File: src/framer_defs.svh
// Constants for the API frame builder: field codes, offsets and sizes.
// Assumes inclusion by the frame builder module only.
`ifndef FRAMER_DEFS_SVH
`define FRAMER_DEFS_SVH
`define START_DELIM 8'h7E
`define TYPE_ADDR_UPD 8'h8E
`define TYPE_RX_PKT 8'h90
`define CSUM_BASE 8'hFF
`define RESV_ZERO 8'h00
`define RESV_RX 16'hFFFE
`define OPT_ACK_BIT 0
`define OPT_BCAST_BIT 1
`define OPT_METH_LSB 6
`define LEN_ADDR_UPD 16'h0012
`define LEN_RX_HDR 16'h000C
`define OFS_LEN_L 6'h02
`define OFS_TYPE 6'h03
`define OFS_UPD_RESV 6'h04
`define OFS_UPD_NEW 6'h05
`define OFS_UPD_OLD 6'h0D
`define OFS_UPD_END 6'h14
`define OFS_RX_SRC 6'h04
`define OFS_RX_RESV 6'h0C
`define OFS_RX_OPT 6'h0E
`define OFS_RX_DATA 6'h0F
`define ADDR_BYTES 4'h8
`endif

File: src/framer_pkg.sv
// Types shared by the frame builder and its testbench.
// Assumes framer_defs.svh sits beside it.
package framer_pkg;
  typedef struct packed {
    logic [63:0] src_addr;
    logic acked;
    logic bcast;
    logic [1:0] method;
  } rx_info_t;
  typedef struct packed {
    logic valid;
    logic [7:0] data;
    logic last;
  } byte_beat_t;
endpackage : framer_pkg

File: src/payload_mem.sv
// Small payload store for one received packet.
// Assumes one write port and one registered read port on ref_clk.
`timescale 1ns/1ns
module payload_mem #(
  parameter int DEPTH = 64,
  parameter int AW = 6
) (
  input wire logic ref_clk,
  input wire logic wr_en,
  input wire logic [AW-1:0] wr_addr,
  input wire logic [7:0] wr_data,
  input wire logic [AW-1:0] rd_addr,
  output logic [7:0] rd_data
);
  logic [7:0] mem [DEPTH];
  initial begin
    if (DEPTH > (1 << AW)) $error("payload_mem depth exceeds address range");
  end
  always_ff @(posedge ref_clk) begin
    if (wr_en) mem[wr_addr] <= wr_data;
    rd_data <= mem[rd_addr];
  end
endmodule : payload_mem

File: src/api_receive_and_address_update_framer.sv
// Builds address-update and receive-packet API frames, one byte per beat.
// Assumes a host-side serial transmitter consumes tx_data when tx_ready is high.
//
// Summary of operation
// - Each frame starts with one start delimiter byte at offset zero.
// - Bytes one and two hold length of bytes between length and checksum.
// - Last byte is 0xFF minus low byte sum from offset three onward.
// - Aggregator address matching destination while idle overwrites it and emits type 0x8E frame; a hit while busy counts as dropped.
// - Address-update byte at offset four is always zero.
// - New destination at offset five, previous destination at offset thirteen.
// - With standard output selected, a packet started while idle with no aggregator hit emits type 0x90 frame.
// - Sender 64-bit address at offset four, most significant byte first.
// - Reserved 16-bit field at offset twelve sent as 0xFFFE.
// - Options byte at fourteen: bit0 acknowledged, bit1 broadcast, bits 2-5 zero.
// - Options bits 7:6 carry the delivery method code.
// - Payload bytes follow from offset fifteen; count from length field.
//
// Local design decisions: the strobed register port and the placing of the registers.
`timescale 1ns/1ns
`include "framer_defs.svh"
module api_receive_and_address_update_framer
  import framer_pkg::*;
#(
  parameter int MAX_PAYLOAD = 64,
  parameter int PW = 6
) (
  input wire logic ref_clk,
  input wire logic rst,
  input wire logic [2:0] reg_addr,
  input wire logic [31:0] reg_wdata,
  input wire logic reg_wr,
  input wire logic reg_rd,
  output logic [31:0] reg_rdata,
  input wire logic agg_valid,
  input wire logic [63:0] agg_match_addr,
  input wire logic [63:0] agg_new_addr,
  input wire logic rx_start,
  input wire rx_info_t rx_info,
  input wire logic rx_byte_valid,
  input wire logic [7:0] rx_byte,
  input wire logic rx_end,
  output logic rx_busy,
  output logic tx_valid,
  output logic [7:0] tx_data,
  output logic tx_last,
  input wire logic tx_ready
);
  initial begin
    if (MAX_PAYLOAD < 1 || MAX_PAYLOAD > (1 << PW)) $error("MAX_PAYLOAD out of range");
  end
  // ----------------------------------------
  // Registers
  // ----------------------------------------
  localparam logic [2:0] REG_DEST_HIGH = 3'h0;
  localparam logic [2:0] REG_DEST_LOW = 3'h1;
  localparam logic [2:0] REG_OUT_FMT = 3'h2;
  localparam logic [2:0] REG_STATUS = 3'h3;
  logic [31:0] dest_addr_high;
  logic [31:0] dest_addr_low;
  logic output_format_option;
  logic [15:0] frame_count;
  logic [15:0] drop_count;
  wire [63:0] dest_addr = {dest_addr_high, dest_addr_low};
  // ----------------------------------------
  // Frame sequencer
  // ----------------------------------------
  typedef enum logic [2:0] {
    S_IDLE = 3'b000, S_COLLECT = 3'b001, S_DELIM = 3'b010, S_LEN_H = 3'b011,
    S_LEN_L = 3'b100, S_BODY = 3'b101, S_CSUM = 3'b110
  } state_t;
  state_t state;
  logic is_rx;
  logic [63:0] new_addr;
  logic [63:0] old_addr;
  rx_info_t info;
  logic [PW:0] pay_count;
  logic [PW:0] pay_idx;
  logic [5:0] ofs;
  logic [7:0] sum;
  logic [15:0] frame_len;
  logic [7:0] mem_rd;
  // One idle cycle per body byte gives the registered store time to answer
  logic mem_pending;
  wire agg_hit = agg_valid && (agg_match_addr == dest_addr);
  // An aggregator hit beats a packet start in the same cycle; the packet counts as dropped
  wire rx_take = rx_start && !output_format_option && state == S_IDLE && !agg_hit;
  wire beat = tx_valid && tx_ready;
  wire wr_store = state == S_COLLECT && rx_byte_valid && pay_count < (PW+1)'(MAX_PAYLOAD);
  wire [PW-1:0] rd_index = pay_idx[PW-1:0] + PW'(beat && state == S_BODY && ofs >= `OFS_RX_DATA);
  wire [7:0] opt_byte = {info.method, 4'h0, info.bcast, info.acked};
  wire [15:0] upd_len = `LEN_ADDR_UPD;
  wire [15:0] rx_len = `LEN_RX_HDR + 16'(pay_count);
  wire [63:0] body_addr = (is_rx || ofs < `OFS_UPD_OLD) ?
    (is_rx ? info.src_addr : new_addr) : old_addr;
  wire [5:0] addr_base = is_rx ? `OFS_RX_SRC : (ofs < `OFS_UPD_OLD ? `OFS_UPD_NEW : `OFS_UPD_OLD);
  wire [2:0] byte_sel = 3'(ofs - addr_base);
  wire [7:0] addr_byte = body_addr[8'(7 - byte_sel) * 8 +: 8];
  logic [7:0] body_byte;
  always_comb begin
    if (ofs == `OFS_TYPE) body_byte = is_rx ? `TYPE_RX_PKT : `TYPE_ADDR_UPD;
    else if (!is_rx && ofs == `OFS_UPD_RESV) body_byte = `RESV_ZERO;
    else if (!is_rx) body_byte = addr_byte;
    else if (ofs < `OFS_RX_RESV) body_byte = addr_byte;
    else if (ofs == `OFS_RX_RESV) body_byte = 8'(`RESV_RX >> 8);
    else if (ofs == 6'(`OFS_RX_RESV + 6'h01)) body_byte = 8'(`RESV_RX & 16'h00FF);
    else if (ofs == `OFS_RX_OPT) body_byte = opt_byte;
    else body_byte = mem_rd;
  end
  wire body_done = is_rx ? (ofs >= `OFS_RX_DATA && pay_idx + 1'b1 >= pay_count) :
    (ofs == `OFS_UPD_END);
  wire rx_hdr_done = is_rx && ofs == `OFS_RX_OPT && pay_count == '0;
  payload_mem #(.DEPTH(MAX_PAYLOAD), .AW(PW)) u_mem (
    .ref_clk(ref_clk),
    .wr_en(wr_store),
    .wr_addr(pay_count[PW-1:0]),
    .wr_data(rx_byte),
    .rd_addr(rd_index),
    .rd_data(mem_rd)
  );
  // Busy is registered so the pin never glitches while the sequencer settles
  wire next_busy = (state == S_IDLE) ? (agg_hit || rx_take) : !(state == S_CSUM && beat);
  always_ff @(posedge ref_clk) begin
    if (rst) begin
      rx_busy <= 1'b0;
    end else begin
      rx_busy <= next_busy;
    end
  end
  always_ff @(posedge ref_clk) begin
    if (rst) begin
      state <= S_IDLE;
      is_rx <= 1'b0;
      new_addr <= '0;
      old_addr <= '0;
      info <= '0;
      pay_count <= '0;
      pay_idx <= '0;
      ofs <= '0;
      sum <= 8'h00;
      frame_len <= 16'h0000;
      tx_valid <= 1'b0;
      tx_data <= 8'h00;
      tx_last <= 1'b0;
      mem_pending <= 1'b0;
    end else begin
      unique case (state)
        S_IDLE: begin
          if (agg_hit) begin
            is_rx <= 1'b0;
            new_addr <= agg_new_addr;
            old_addr <= dest_addr;
            frame_len <= upd_len;
            state <= S_DELIM;
          end else if (rx_take) begin
            is_rx <= 1'b1;
            info <= rx_info;
            pay_count <= '0;
            state <= S_COLLECT;
          end
        end
        S_COLLECT: begin
          // Bytes past the store are dropped; the length counts only kept bytes
          if (wr_store) pay_count <= pay_count + 1'b1;
          if (rx_end) begin
            frame_len <= rx_len;
            state <= S_DELIM;
          end
        end
        S_DELIM: begin
          tx_valid <= 1'b1;
          tx_data <= `START_DELIM;
          tx_last <= 1'b0;
          pay_idx <= '0;
          state <= S_LEN_H;
        end
        S_LEN_H: if (beat) begin
          tx_data <= frame_len[15:8];
          state <= S_LEN_L;
        end
        S_LEN_L: if (beat) begin
          // Low length byte goes out from the body loop, which leaves it out of the sum
          tx_data <= frame_len[7:0];
          ofs <= `OFS_LEN_L;
          sum <= 8'h00;
          state <= S_BODY;
        end
        S_BODY: begin
          if (mem_pending) begin
            mem_pending <= 1'b0;
            tx_valid <= 1'b1;
            tx_data <= body_byte;
          end else if (beat) begin
            if (ofs >= `OFS_TYPE) sum <= sum + tx_data;
            if (ofs >= `OFS_RX_DATA) pay_idx <= pay_idx + 1'b1;
            if (body_done || rx_hdr_done) begin
              tx_data <= `CSUM_BASE - 8'(sum + tx_data);
              tx_last <= 1'b1;
              state <= S_CSUM;
            end else begin
              ofs <= ofs + 6'h01;
              tx_valid <= 1'b0;
              mem_pending <= 1'b1;
            end
          end
        end
        S_CSUM: if (beat) begin
          tx_valid <= 1'b0;
          tx_last <= 1'b0;
          state <= S_IDLE;
        end
        default: state <= S_IDLE;
      endcase
    end
  end
  // ----------------------------------------
  // Register file
  // ----------------------------------------
  wire upd_commit = state == S_IDLE && agg_hit;
  wire drop_evt = (rx_start && !rx_take) || (agg_hit && state != S_IDLE);
  always_ff @(posedge ref_clk) begin
    if (rst) begin
      dest_addr_high <= 32'h00000000;
      dest_addr_low <= 32'h00000000;
      output_format_option <= 1'b0;
      frame_count <= 16'h0000;
      drop_count <= 16'h0000;
      reg_rdata <= 32'h00000000;
    end else begin
      if (upd_commit) begin
        {dest_addr_high, dest_addr_low} <= agg_new_addr;
      end else if (reg_wr && reg_addr == REG_DEST_HIGH) dest_addr_high <= reg_wdata;
      else if (reg_wr && reg_addr == REG_DEST_LOW) dest_addr_low <= reg_wdata;
      if (reg_wr && reg_addr == REG_OUT_FMT) output_format_option <= reg_wdata[0];
      if (state == S_CSUM && beat) frame_count <= frame_count + 16'h0001;
      if (drop_evt) drop_count <= drop_count + 16'h0001;
      reg_rdata <= 32'h00000000;
      if (reg_rd) begin
        unique case (reg_addr)
          REG_DEST_HIGH: reg_rdata <= dest_addr_high;
          REG_DEST_LOW: reg_rdata <= dest_addr_low;
          REG_OUT_FMT: reg_rdata <= {31'h0, output_format_option};
          REG_STATUS: reg_rdata <= {drop_count, frame_count};
          default: reg_rdata <= 32'h00000000;
        endcase
      end
    end
  end
  // ----------------------------------------
  // Assertions
  // ----------------------------------------
  AST_DELIM: assert property (@(posedge ref_clk) disable iff (rst)
    state == S_DELIM |=> tx_valid && tx_data == `START_DELIM)
    else $error("frame did not open with start delimiter");
  AST_LEN: assert property (@(posedge ref_clk) disable iff (rst)
    state == S_LEN_H && beat |=> tx_data == frame_len[15:8])
    else $error("length high byte wrong");
  AST_CSUM: assert property (@(posedge ref_clk) disable iff (rst)
    tx_last && tx_valid |-> 8'(tx_data + sum) == `CSUM_BASE)
    else $error("checksum does not close the sum");
  AST_UPD: assert property (@(posedge ref_clk) disable iff (rst)
    upd_commit |=> dest_addr == $past(agg_new_addr) && !is_rx && state == S_DELIM)
    else $error("aggregator hit not taken");
  AST_RESV0: assert property (@(posedge ref_clk) disable iff (rst)
    state == S_BODY && !is_rx && ofs == `OFS_UPD_RESV && tx_valid |-> tx_data == `RESV_ZERO)
    else $error("reserved byte not zero");
  AST_TYPE: assert property (@(posedge ref_clk) disable iff (rst)
    state == S_BODY && ofs == `OFS_TYPE && tx_valid |->
      tx_data == (is_rx ? `TYPE_RX_PKT : `TYPE_ADDR_UPD))
    else $error("frame type byte wrong");
  AST_RXRESV: assert property (@(posedge ref_clk) disable iff (rst)
    state == S_BODY && is_rx && ofs == `OFS_RX_RESV && tx_valid |-> tx_data == 8'(`RESV_RX >> 8))
    else $error("reserved field high byte wrong");
  AST_RXTAKE: assert property (@(posedge ref_clk) disable iff (rst)
    rx_start && output_format_option && state == S_IDLE |=> !is_rx || state != S_COLLECT)
    else $error("receive frame with non-standard output");
  AST_OPT: assert property (@(posedge ref_clk) disable iff (rst)
    state == S_BODY && is_rx && ofs == `OFS_RX_OPT && tx_valid |-> tx_data[5:2] == 4'h0)
    else $error("reserved option bits set");
  AST_OPTLO: assert property (@(posedge ref_clk) disable iff (rst)
    state == S_BODY && is_rx && ofs == `OFS_RX_OPT && tx_valid |->
      tx_data[1:0] == {info.bcast, info.acked})
    else $error("acknowledge or broadcast option bit wrong");
  AST_METH: assert property (@(posedge ref_clk) disable iff (rst)
    state == S_BODY && is_rx && ofs == `OFS_RX_OPT && tx_valid |-> tx_data[7:6] == info.method)
    else $error("delivery method bits wrong");
  AST_NEWADDR: assert property (@(posedge ref_clk) disable iff (rst)
    state == S_BODY && !is_rx && ofs == `OFS_UPD_NEW && tx_valid |-> tx_data == new_addr[63:56])
    else $error("new address does not open with its top byte");
  AST_OLDADDR: assert property (@(posedge ref_clk) disable iff (rst)
    state == S_BODY && !is_rx && ofs == `OFS_UPD_END && tx_valid |-> tx_data == old_addr[7:0])
    else $error("previous address does not close with its bottom byte");
  AST_SRC: assert property (@(posedge ref_clk) disable iff (rst)
    state == S_BODY && is_rx && ofs == `OFS_RX_SRC && tx_valid |->
      tx_data == info.src_addr[63:56])
    else $error("sender address does not open with its top byte");
  AST_RXRESVLO: assert property (@(posedge ref_clk) disable iff (rst)
    state == S_BODY && is_rx && ofs == 6'(`OFS_RX_RESV + 6'h01) && tx_valid |->
      tx_data == 8'(`RESV_RX & 16'h00FF))
    else $error("reserved field low byte wrong");
  AST_PAYLEN: assert property (@(posedge ref_clk) disable iff (rst)
    tx_last && tx_valid && is_rx |-> pay_idx == pay_count)
    else $error("payload bytes sent differ from bytes stored");
  COV_UPD: cover property (@(posedge ref_clk) upd_commit);
  COV_RX: cover property (@(posedge ref_clk) rx_take);
  COV_END: cover property (@(posedge ref_clk) tx_last && beat && is_rx);
  COV_DROP: cover property (@(posedge ref_clk) drop_evt);
endmodule : api_receive_and_address_update_framer

File: config.mk
export PLATFORM = sky130hd
export DESIGN_NAME = api_receive_and_address_update_framer
export DESIGN_NICKNAME = d
export VERILOG_FILES = /design/src/framer_pkg.sv /design/src/payload_mem.sv /design/src/api_receive_and_address_update_framer.sv
export VERILOG_INCLUDE_DIRS = /design/src /design/src/src
export SDC_FILE = /design/constraint.sdc
export NUM_CORES = 2
export LEC_CHECK = 0
export ABC_CLOCK_PERIOD_IN_PS = 5900
export BUFFER_PORTS_ARGS = -buffer_cell sky130_fd_sc_hd__buf_2
export CAP_MARGIN = 25
export CORE_ASPECT_RATIO = 1.1
export CORE_UTILIZATION = 54
export CTS_CLUSTER_DIAMETER = 50
export CTS_CLUSTER_SIZE = 14
export DETAILED_ROUTE_END_ITERATION = 7
export GPL_TIMING_DRIVEN = 0
export PLACE_DENSITY = 0.73
export RECOVER_POWER = 25
export SLEW_MARGIN = 20
export SYNTH_ARGS = -nofsm -noshare
export SYNTH_HDL_FRONTEND = slang
export SYNTH_SLANG_ARGS = --single-unit
File: constraint.sdc
create_clock -name ref_clk -period 5.9 [get_ports ref_clk]
set_clock_uncertainty 0.15 [all_clocks]
set_input_delay 0.59 -clock ref_clk [delete_from_list [all_inputs] [get_ports ref_clk]]
set_output_delay 0.59 -clock ref_clk [all_outputs]
set_load 0.05 [all_outputs]
# Word level (Yosys, flattened, before mapping)
# Memory sizes are Yosys's and may differ from the RTL's. A register that Yosys moved wholly into a read port is not among the register bits.
# Index checks and enable logic that the tools add are counted.
[word_totals] register_bits=385 ram_bits=512 out_inout_bits=43 memories=1 in_bits=248
[classes] add_sub_neg=11 shift=1 n_eq_ne=35 order_cmp=6 n_reduce_logical=55 mux=72 n_bitwise=2
[memory_table] name="u_mem.mem" depth=64 width=8 read_ports=1 rd_clocked_by_memory_dff=1 wr=1 line_no="payload_mem.sv:15" rtl="logic [7:0] mem [DEPTH];"
[op_table] op="32-bit 2-to-1 mux" n=5
[op_table] op="64-bit 2-to-1 mux" n=2
[op_table] op="8-bit 2-to-1 mux" n=16
[op_table] op="32-bit case mux with 4 select lines" n=1
[op_table] op="64-bit == test" n=1
[op_table] op="64-bit by 12-bit indexed part select with 8-bit output" n=1
[op_table] op="7-bit 2-to-1 mux" n=6
[op_table] op="16-bit by 1-bit adder with 16-bit output (second input constant)" n=2
[op_table] op="16-bit 2-to-1 mux" n=2
[op_table] op="16-bit case mux with 2 select lines" n=1
[op_table] op="8-bit case mux with 4 select lines" n=1
[op_table] op="3-bit 2-to-1 mux" n=10
[op_table] op="7-bit case mux with 2 select lines" n=2
[op_table] op="6-bit 2-to-1 mux" n=4
[op_table] op="2-bit != test (second input constant)" n=11
[op_table] op="3-bit case mux with 7 select lines" n=1
[op_table] op="1-bit logical AND" n=20
[op_table] op="5-bit AND reduction" n=4
[op_table] op="6-bit by 4-bit == test with 1-bit output (second input constant)" n=3
[op_table] op="1-bit 2-to-1 mux" n=16
[op_table] op="8-bit case mux with 2 select lines" n=1
[op_table] op="7-bit by 1-bit adder with 7-bit output (second input constant)" n=2
[op_table] op="3-bit by 2-bit == test with 1-bit output (second input constant)" n=4
[op_table] op="6-bit by 4-bit < comparator with 1-bit output (second input constant)" n=2
[op_table] op="other kinds (35)" n=64

# Logic depth before layout (Yosys ltp)
[depth] ltp_word=10 mapped_depth=13 depth_no_buf=12

# By module
# From an unflattened synthesis, not the netlist that was laid out.
[hier_totals] cells_unflattened=3182 hier_area_um2=38827.2
[modules_own_cells] mod="payload_mem" area_per_inst_um2=20190.6 n_inst=1 seq_area_each_um2=15534.9 cells_per_inst=972
[modules_own_cells] mod="api_receive_and_address_update_framer" area_per_inst_um2=18636.6 n_inst=1 seq_area_each_um2=7547.2 cells_per_inst=2210

# Worst setup path after synthesis
# OpenSTA, ideal clock, no wires.
[synth_path] path_kind="reg2reg" start="reg ofs[0]" end="reg u_mem.rd_data[0] (read register of u_mem.mem)" n_path_buf=2 setup_ns=0.134 period_less_slack_ns=3.741 stages_incl_launch_ff=11 arrival_ns=3.457 setup_slack_ns=2.159 path_cell_list="dfxtp_1 -> ha_1 -> a311oi_2 -> nor3_1 -> ha_1 -> ha_1 -> clkbuf_1 -> clkbuf_1 -> mux4_2 -> mux4_2 -> mux4_2"
[synth_via] elab_chain_cells=3
[synth_rtl] element="from (decl)" line_no="api_receive_and_address_update_framer.sv:78" rtl="logic [5:0] ofs;"
[synth_rtl] element="from (signal assigned)" line_no="api_receive_and_address_update_framer.sv:183" rtl="ofs <= `OFS_LEN_L;"
[synth_rtl] element="from (signal assigned)" line_no="api_receive_and_address_update_framer.sv:200" rtl="ofs <= ofs + 6'h01;"
[synth_rtl] element="6-bit by 4-bit greater-or-equal comparator with 1-bit output (no source line)"
[synth_rtl] element="1-bit logical AND (no source line)"
[synth_rtl] element="6-bit by 1-bit adder with 6-bit output" line_no="api_receive_and_address_update_framer.sv:89" rtl="wire [PW-1:0] rd_index = pay_idx[PW-1:0] + PW'(beat && state == S_BODY && ofs >= `OFS_RX_DATA);"
[synth_rtl] element="to (decl)" line_no="payload_mem.sv:13" rtl="output logic [7:0] rd_data"
# Every way passes these cells.
# A chain may end at the register's enable or synchronous reset.

# Worst setup path after layout
[layout_path] start="reg state[0]" end="reg u_mem.rd_data[0] (read register of u_mem.mem)"
[layout_via] elab_chain_cells=4
[layout_rtl] element="from (decl)" line_no="api_receive_and_address_update_framer.sv:71" rtl="state_t state;"
[layout_rtl] element="from (signal assigned)" line_no="api_receive_and_address_update_framer.sv:131" rtl="state <= S_IDLE;"
[layout_rtl] element="from (signal assigned)" line_no="api_receive_and_address_update_framer.sv:153" rtl="state <= S_DELIM;"
[layout_rtl] element="from (signal assigned)" line_no="api_receive_and_address_update_framer.sv:158" rtl="state <= S_COLLECT;"
[layout_rtl] element="3-bit == test" line_no="api_receive_and_address_update_framer.sv:89"
[layout_rtl] element="1-bit logical AND" line_no="api_receive_and_address_update_framer.sv:89"
[layout_rtl] element="1-bit logical AND (no source line)"
[layout_rtl] element="6-bit by 1-bit adder with 6-bit output" line_no="api_receive_and_address_update_framer.sv:89"
# Every way passes these cells.

==> reports/results.tsv <==
stage	metric	value	unit
power	VDD IR max	0.000321	V
clock_network	Inserted Clock Buffers	86	
finish	net count of the finished layout	3606	
placement	buffers added on ports	287	
die	total die area	0.0724	mm²
timing	number of setup violations in the final report	0	
routing	antenna violation net count after detailed routing	0	
finish	Layout area overhead	14.1	%
finish	number of standard cells in the layout, taps in and fillers out	4335	
timing	worst-margin pin slew	3.09	ns
global_route	global-route wire length before repair	179	mm
clock_network	clock root buffer	clkbuf_16	
global_route	overall routing resource usage	34.6	%
timing	setup total negative slack	0	ns
critical_path	Critical Path RT	6.27	ns
outcome	failing checks	capacitance limit, slew limit	
global_route	number of antenna violations at the first check in global routing	7	
clock_network	clock insertion delay at the later pin of the skew report	0.66	ns
timing	final critical delay including setup and external delays	5.04	ns
timing	max-slew violation total from the final report	435	
clock_network	number of instances resized during post-cts repair	0	
timing	max-slew headroom at the worst pin	-106	%
synth	predominant post-synthesis flop cell	edfxtp_1	
routing	remaining routing DRC violations	0	
timing	final worst path period share	85.4	%
clock_network	Post-CTS Hold Fix Bufs	0	
worst_hold_path	classification of the worst-slack hold path	in2reg	
synth	proportion of synthesized flip-flops having asynchronous set or reset	0	%
global_route	leftover overflow at the end of global routing	0	
placement	Final GP Congestion	1.02	
die	initial core utilization	54.7	%
synth	ranking of synthesized cells by area	edfxtp_1, dfxtp_1, mux4_2	
clock_network	Clock Tree Buf Depth	3	
die	Vert. Die Dim	282	µm
global_route	number of global-route vias before repair	26600	
clock_network	H-Tree Depth	3	
synth	yosys synthesis warning count	0	
synth	number of distinct library cells after synthesis	75	
routing	number of DRC markers after the initial detailed-route iteration	3167	
routing	average vias per placed instance	6.24	
critical_path	maximum fanout encountered on the critical timing path	10	
clock_network	Post-CTS Setup Repair Bufs	0	
finish	layout cell share with drive strength beyond 1	21.0	%
synth	sequential fraction of the synthesis area	59.9	%
synth	flops & latches, synth	897	
timing	number of endpoints with negative hold slack in the final report	0	
clock_network	clock-pin slew reported for the worst setup and hold paths after clock tree synthesis	0.06	ns
power	ratio of total power to cell area	300	mW/mm²
die	number of placement rows	102	
critical_path	crit start category	register	
routing	wire length reported by the detailed router	125	mm
power	static leakage	14.8	nW
run	Max-cap violations	7	
synth	total nets after synthesis	3227	
critical_path	Crit path arrival time	5.40	ns
synth	most numerous cell in the Yosys netlist	edfxtp_1	
synth	total standard cell area after synthesis	0.0385	mm²
synth	Cells after Synth	2947	
timing	highest clock frequency the design can meet	199	MHz
clock_network	clock tree from TritonCTS	built	
die	Boundary Pins	291	
timing	setup repair after global routing missed its margin	false	
outcome	outcome	finished with violations	
critical_path	critical path start-end classification	reg2reg	
synth	post-synth top area cell	edfxtp_1	
routing	DR pass1 iterations	6	
clock_network	total number of clock tree sinks	897	
die	core footprint	0.0704	mm²
placement	dpl cells	4173	
synth	average size of a mapped cell	13.1	µm²
global_route	maximum number of pins on one net before global-route repair	65	
synth	most frequent cells after synthesis	edfxtp_1, dfxtp_1, nor2_1, nand2_1, mux4_2	
routing	overall via count from detail_route	27000	
routing	routed len/inst	28.9	µm
placement	detailed-placement wirelength estimate	93.6	mm
synth	EDFF count, synth	512	
synth	area share of the leading cell type in the synthesized netlist	39.9	%
die	width of the die	257	µm
critical_path	kind of capture point of the worst setup path	register	
-- worst paths after layout --
path                                    from  depth (start not counted)               end  slack (ns)
worst min register to register  old_addr[27]                          2      old_addr[27]        0.30
worst max register to register      state[0]                         10  u_mem.rd_data[0]        0.86
worst max-delay path                state[0]                         10  u_mem.rd_data[0]        0.86
worst min-delay path              rx_info[0]                          3           info[0]        0.03
-- cells in the final DEF, fill, tap and decap left out, types with 8 or more instances in the layout --
| cell type | count |
|---|---|
| mux4_2 | 223 |
| buf_6 | 20 |
| buf_2 | 315 |
| nand2b_1 | 20 |
| a21oi_1 | 212 |
| a21o_1 | 8 |
| nor2_1 | 351 |
| a211oi_1 | 71 |
| mux2_2 | 16 |
| nand2_1 | 337 |
| nand4_1 | 32 |
| nand3_1 | 47 |
| o21ai_0 | 27 |
| clkbuf_1 | 172 |
| mux2i_1 | 167 |
| xnor2_1 | 67 |
| nor4_1 | 12 |
| clkbuf_16 | 89 |
| edfxtp_1 | 512 |
| nor2b_1 | 24 |
| dfxtp_1 | 385 |
| ha_1 | 31 |
| xor2_1 | 18 |
| nor3_1 | 39 |
| and3_1 | 13 |
| inv_1 | 30 |
-- per-stage QoR --
step | setup slack [ns] | instance area [µm²] | total power, W | util [%] | hold WS (ns)
3_3_place_gp | 1.01 | 41100 | 0.00775 | 58.4 | 0.285
5_1_grt | 0.845 | 44000 | 0.0135 | 62.4 | 0.0277
3_5_place_dp | 0.942 | 41200 | 0.00777 | 58.5 | 0.293
2_1_floorplan | 2.16 | 38500 | 0.00735 | - | 0.278
4_1_cts | 0.924 | 44000 | 0.0132 | 62.4 | 0.00708
6_report | 0.864 | 44000 | 0.0132 | 62.4 | 0.0261
-- worst max-delay path, stage by stage, from the launching register on --
cell	delay, ns
dfxtp_1	0.37
clkbuf_1	0.34
nand3b_1	0.40
nor3_1	0.39
ha_1	0.23
ha_1	0.18
clkbuf_1	0.72
clkbuf_1	0.60
mux4_2	0.48
mux4_2	0.54
mux4_2	0.51
-- power breakdown --
group	internal [W]	switching, W
combinational	0.000312	0.000574
sequential	0.00669	0.0000862
clock	0.00301	0.00250
total	0.0100	0.00316
-- flip-flops by register name, summed over array words and instances, names as in the netlist, 8 cells and up --
name / flops
u_mem.mem: 512
info: 68
new_addr: 64
old_addr: 64
dest_addr_high: 32
dest_addr_low: 32
reg_rdata: 32
drop_count: 16
frame_count: 16
frame_len: 8
sum: 8
tx_data: 8
u_mem.rd_data: 8
-- layout make-up --
type	instances	area (µm²)
clock inverter	33	390
clock buffer	126	2400
timing repair buffer	291	1470
antenna	2	5.00
inverter	31	116
fill	5402	26500
multi-input combinational	1828	14400
sequential	897	23100
buffer	191	911
tap	936	1170
-- layer usage --
metal | up-vias | part of all wire (%) | GRT usage, %
li1 | 11800 | - | -
met5 | - | 0.056 | 0
met3 | 361 | 8.8 | 5.91
met4 | 10 | 7.1 | 22.2
met2 | 1609 | 49 | 59.2
met1 | 13300 | 35 | 40.6
-- kinds of logic (layout without fill, tap and decap cells) --
kind of cell,Yosys count,after routing,synth area share (%)
simple gates,923,923,10.5
flops,897,897,59.9
mux,406,406,17.8
compound gates,380,380,5.99
buf+inv,222,672,2.67
xor+xnor,87,87,2.00
fa+ha+maj,32,32,1.06
other cells,0,2,0
Note: power is estimated with default switching activity, not from simulation.
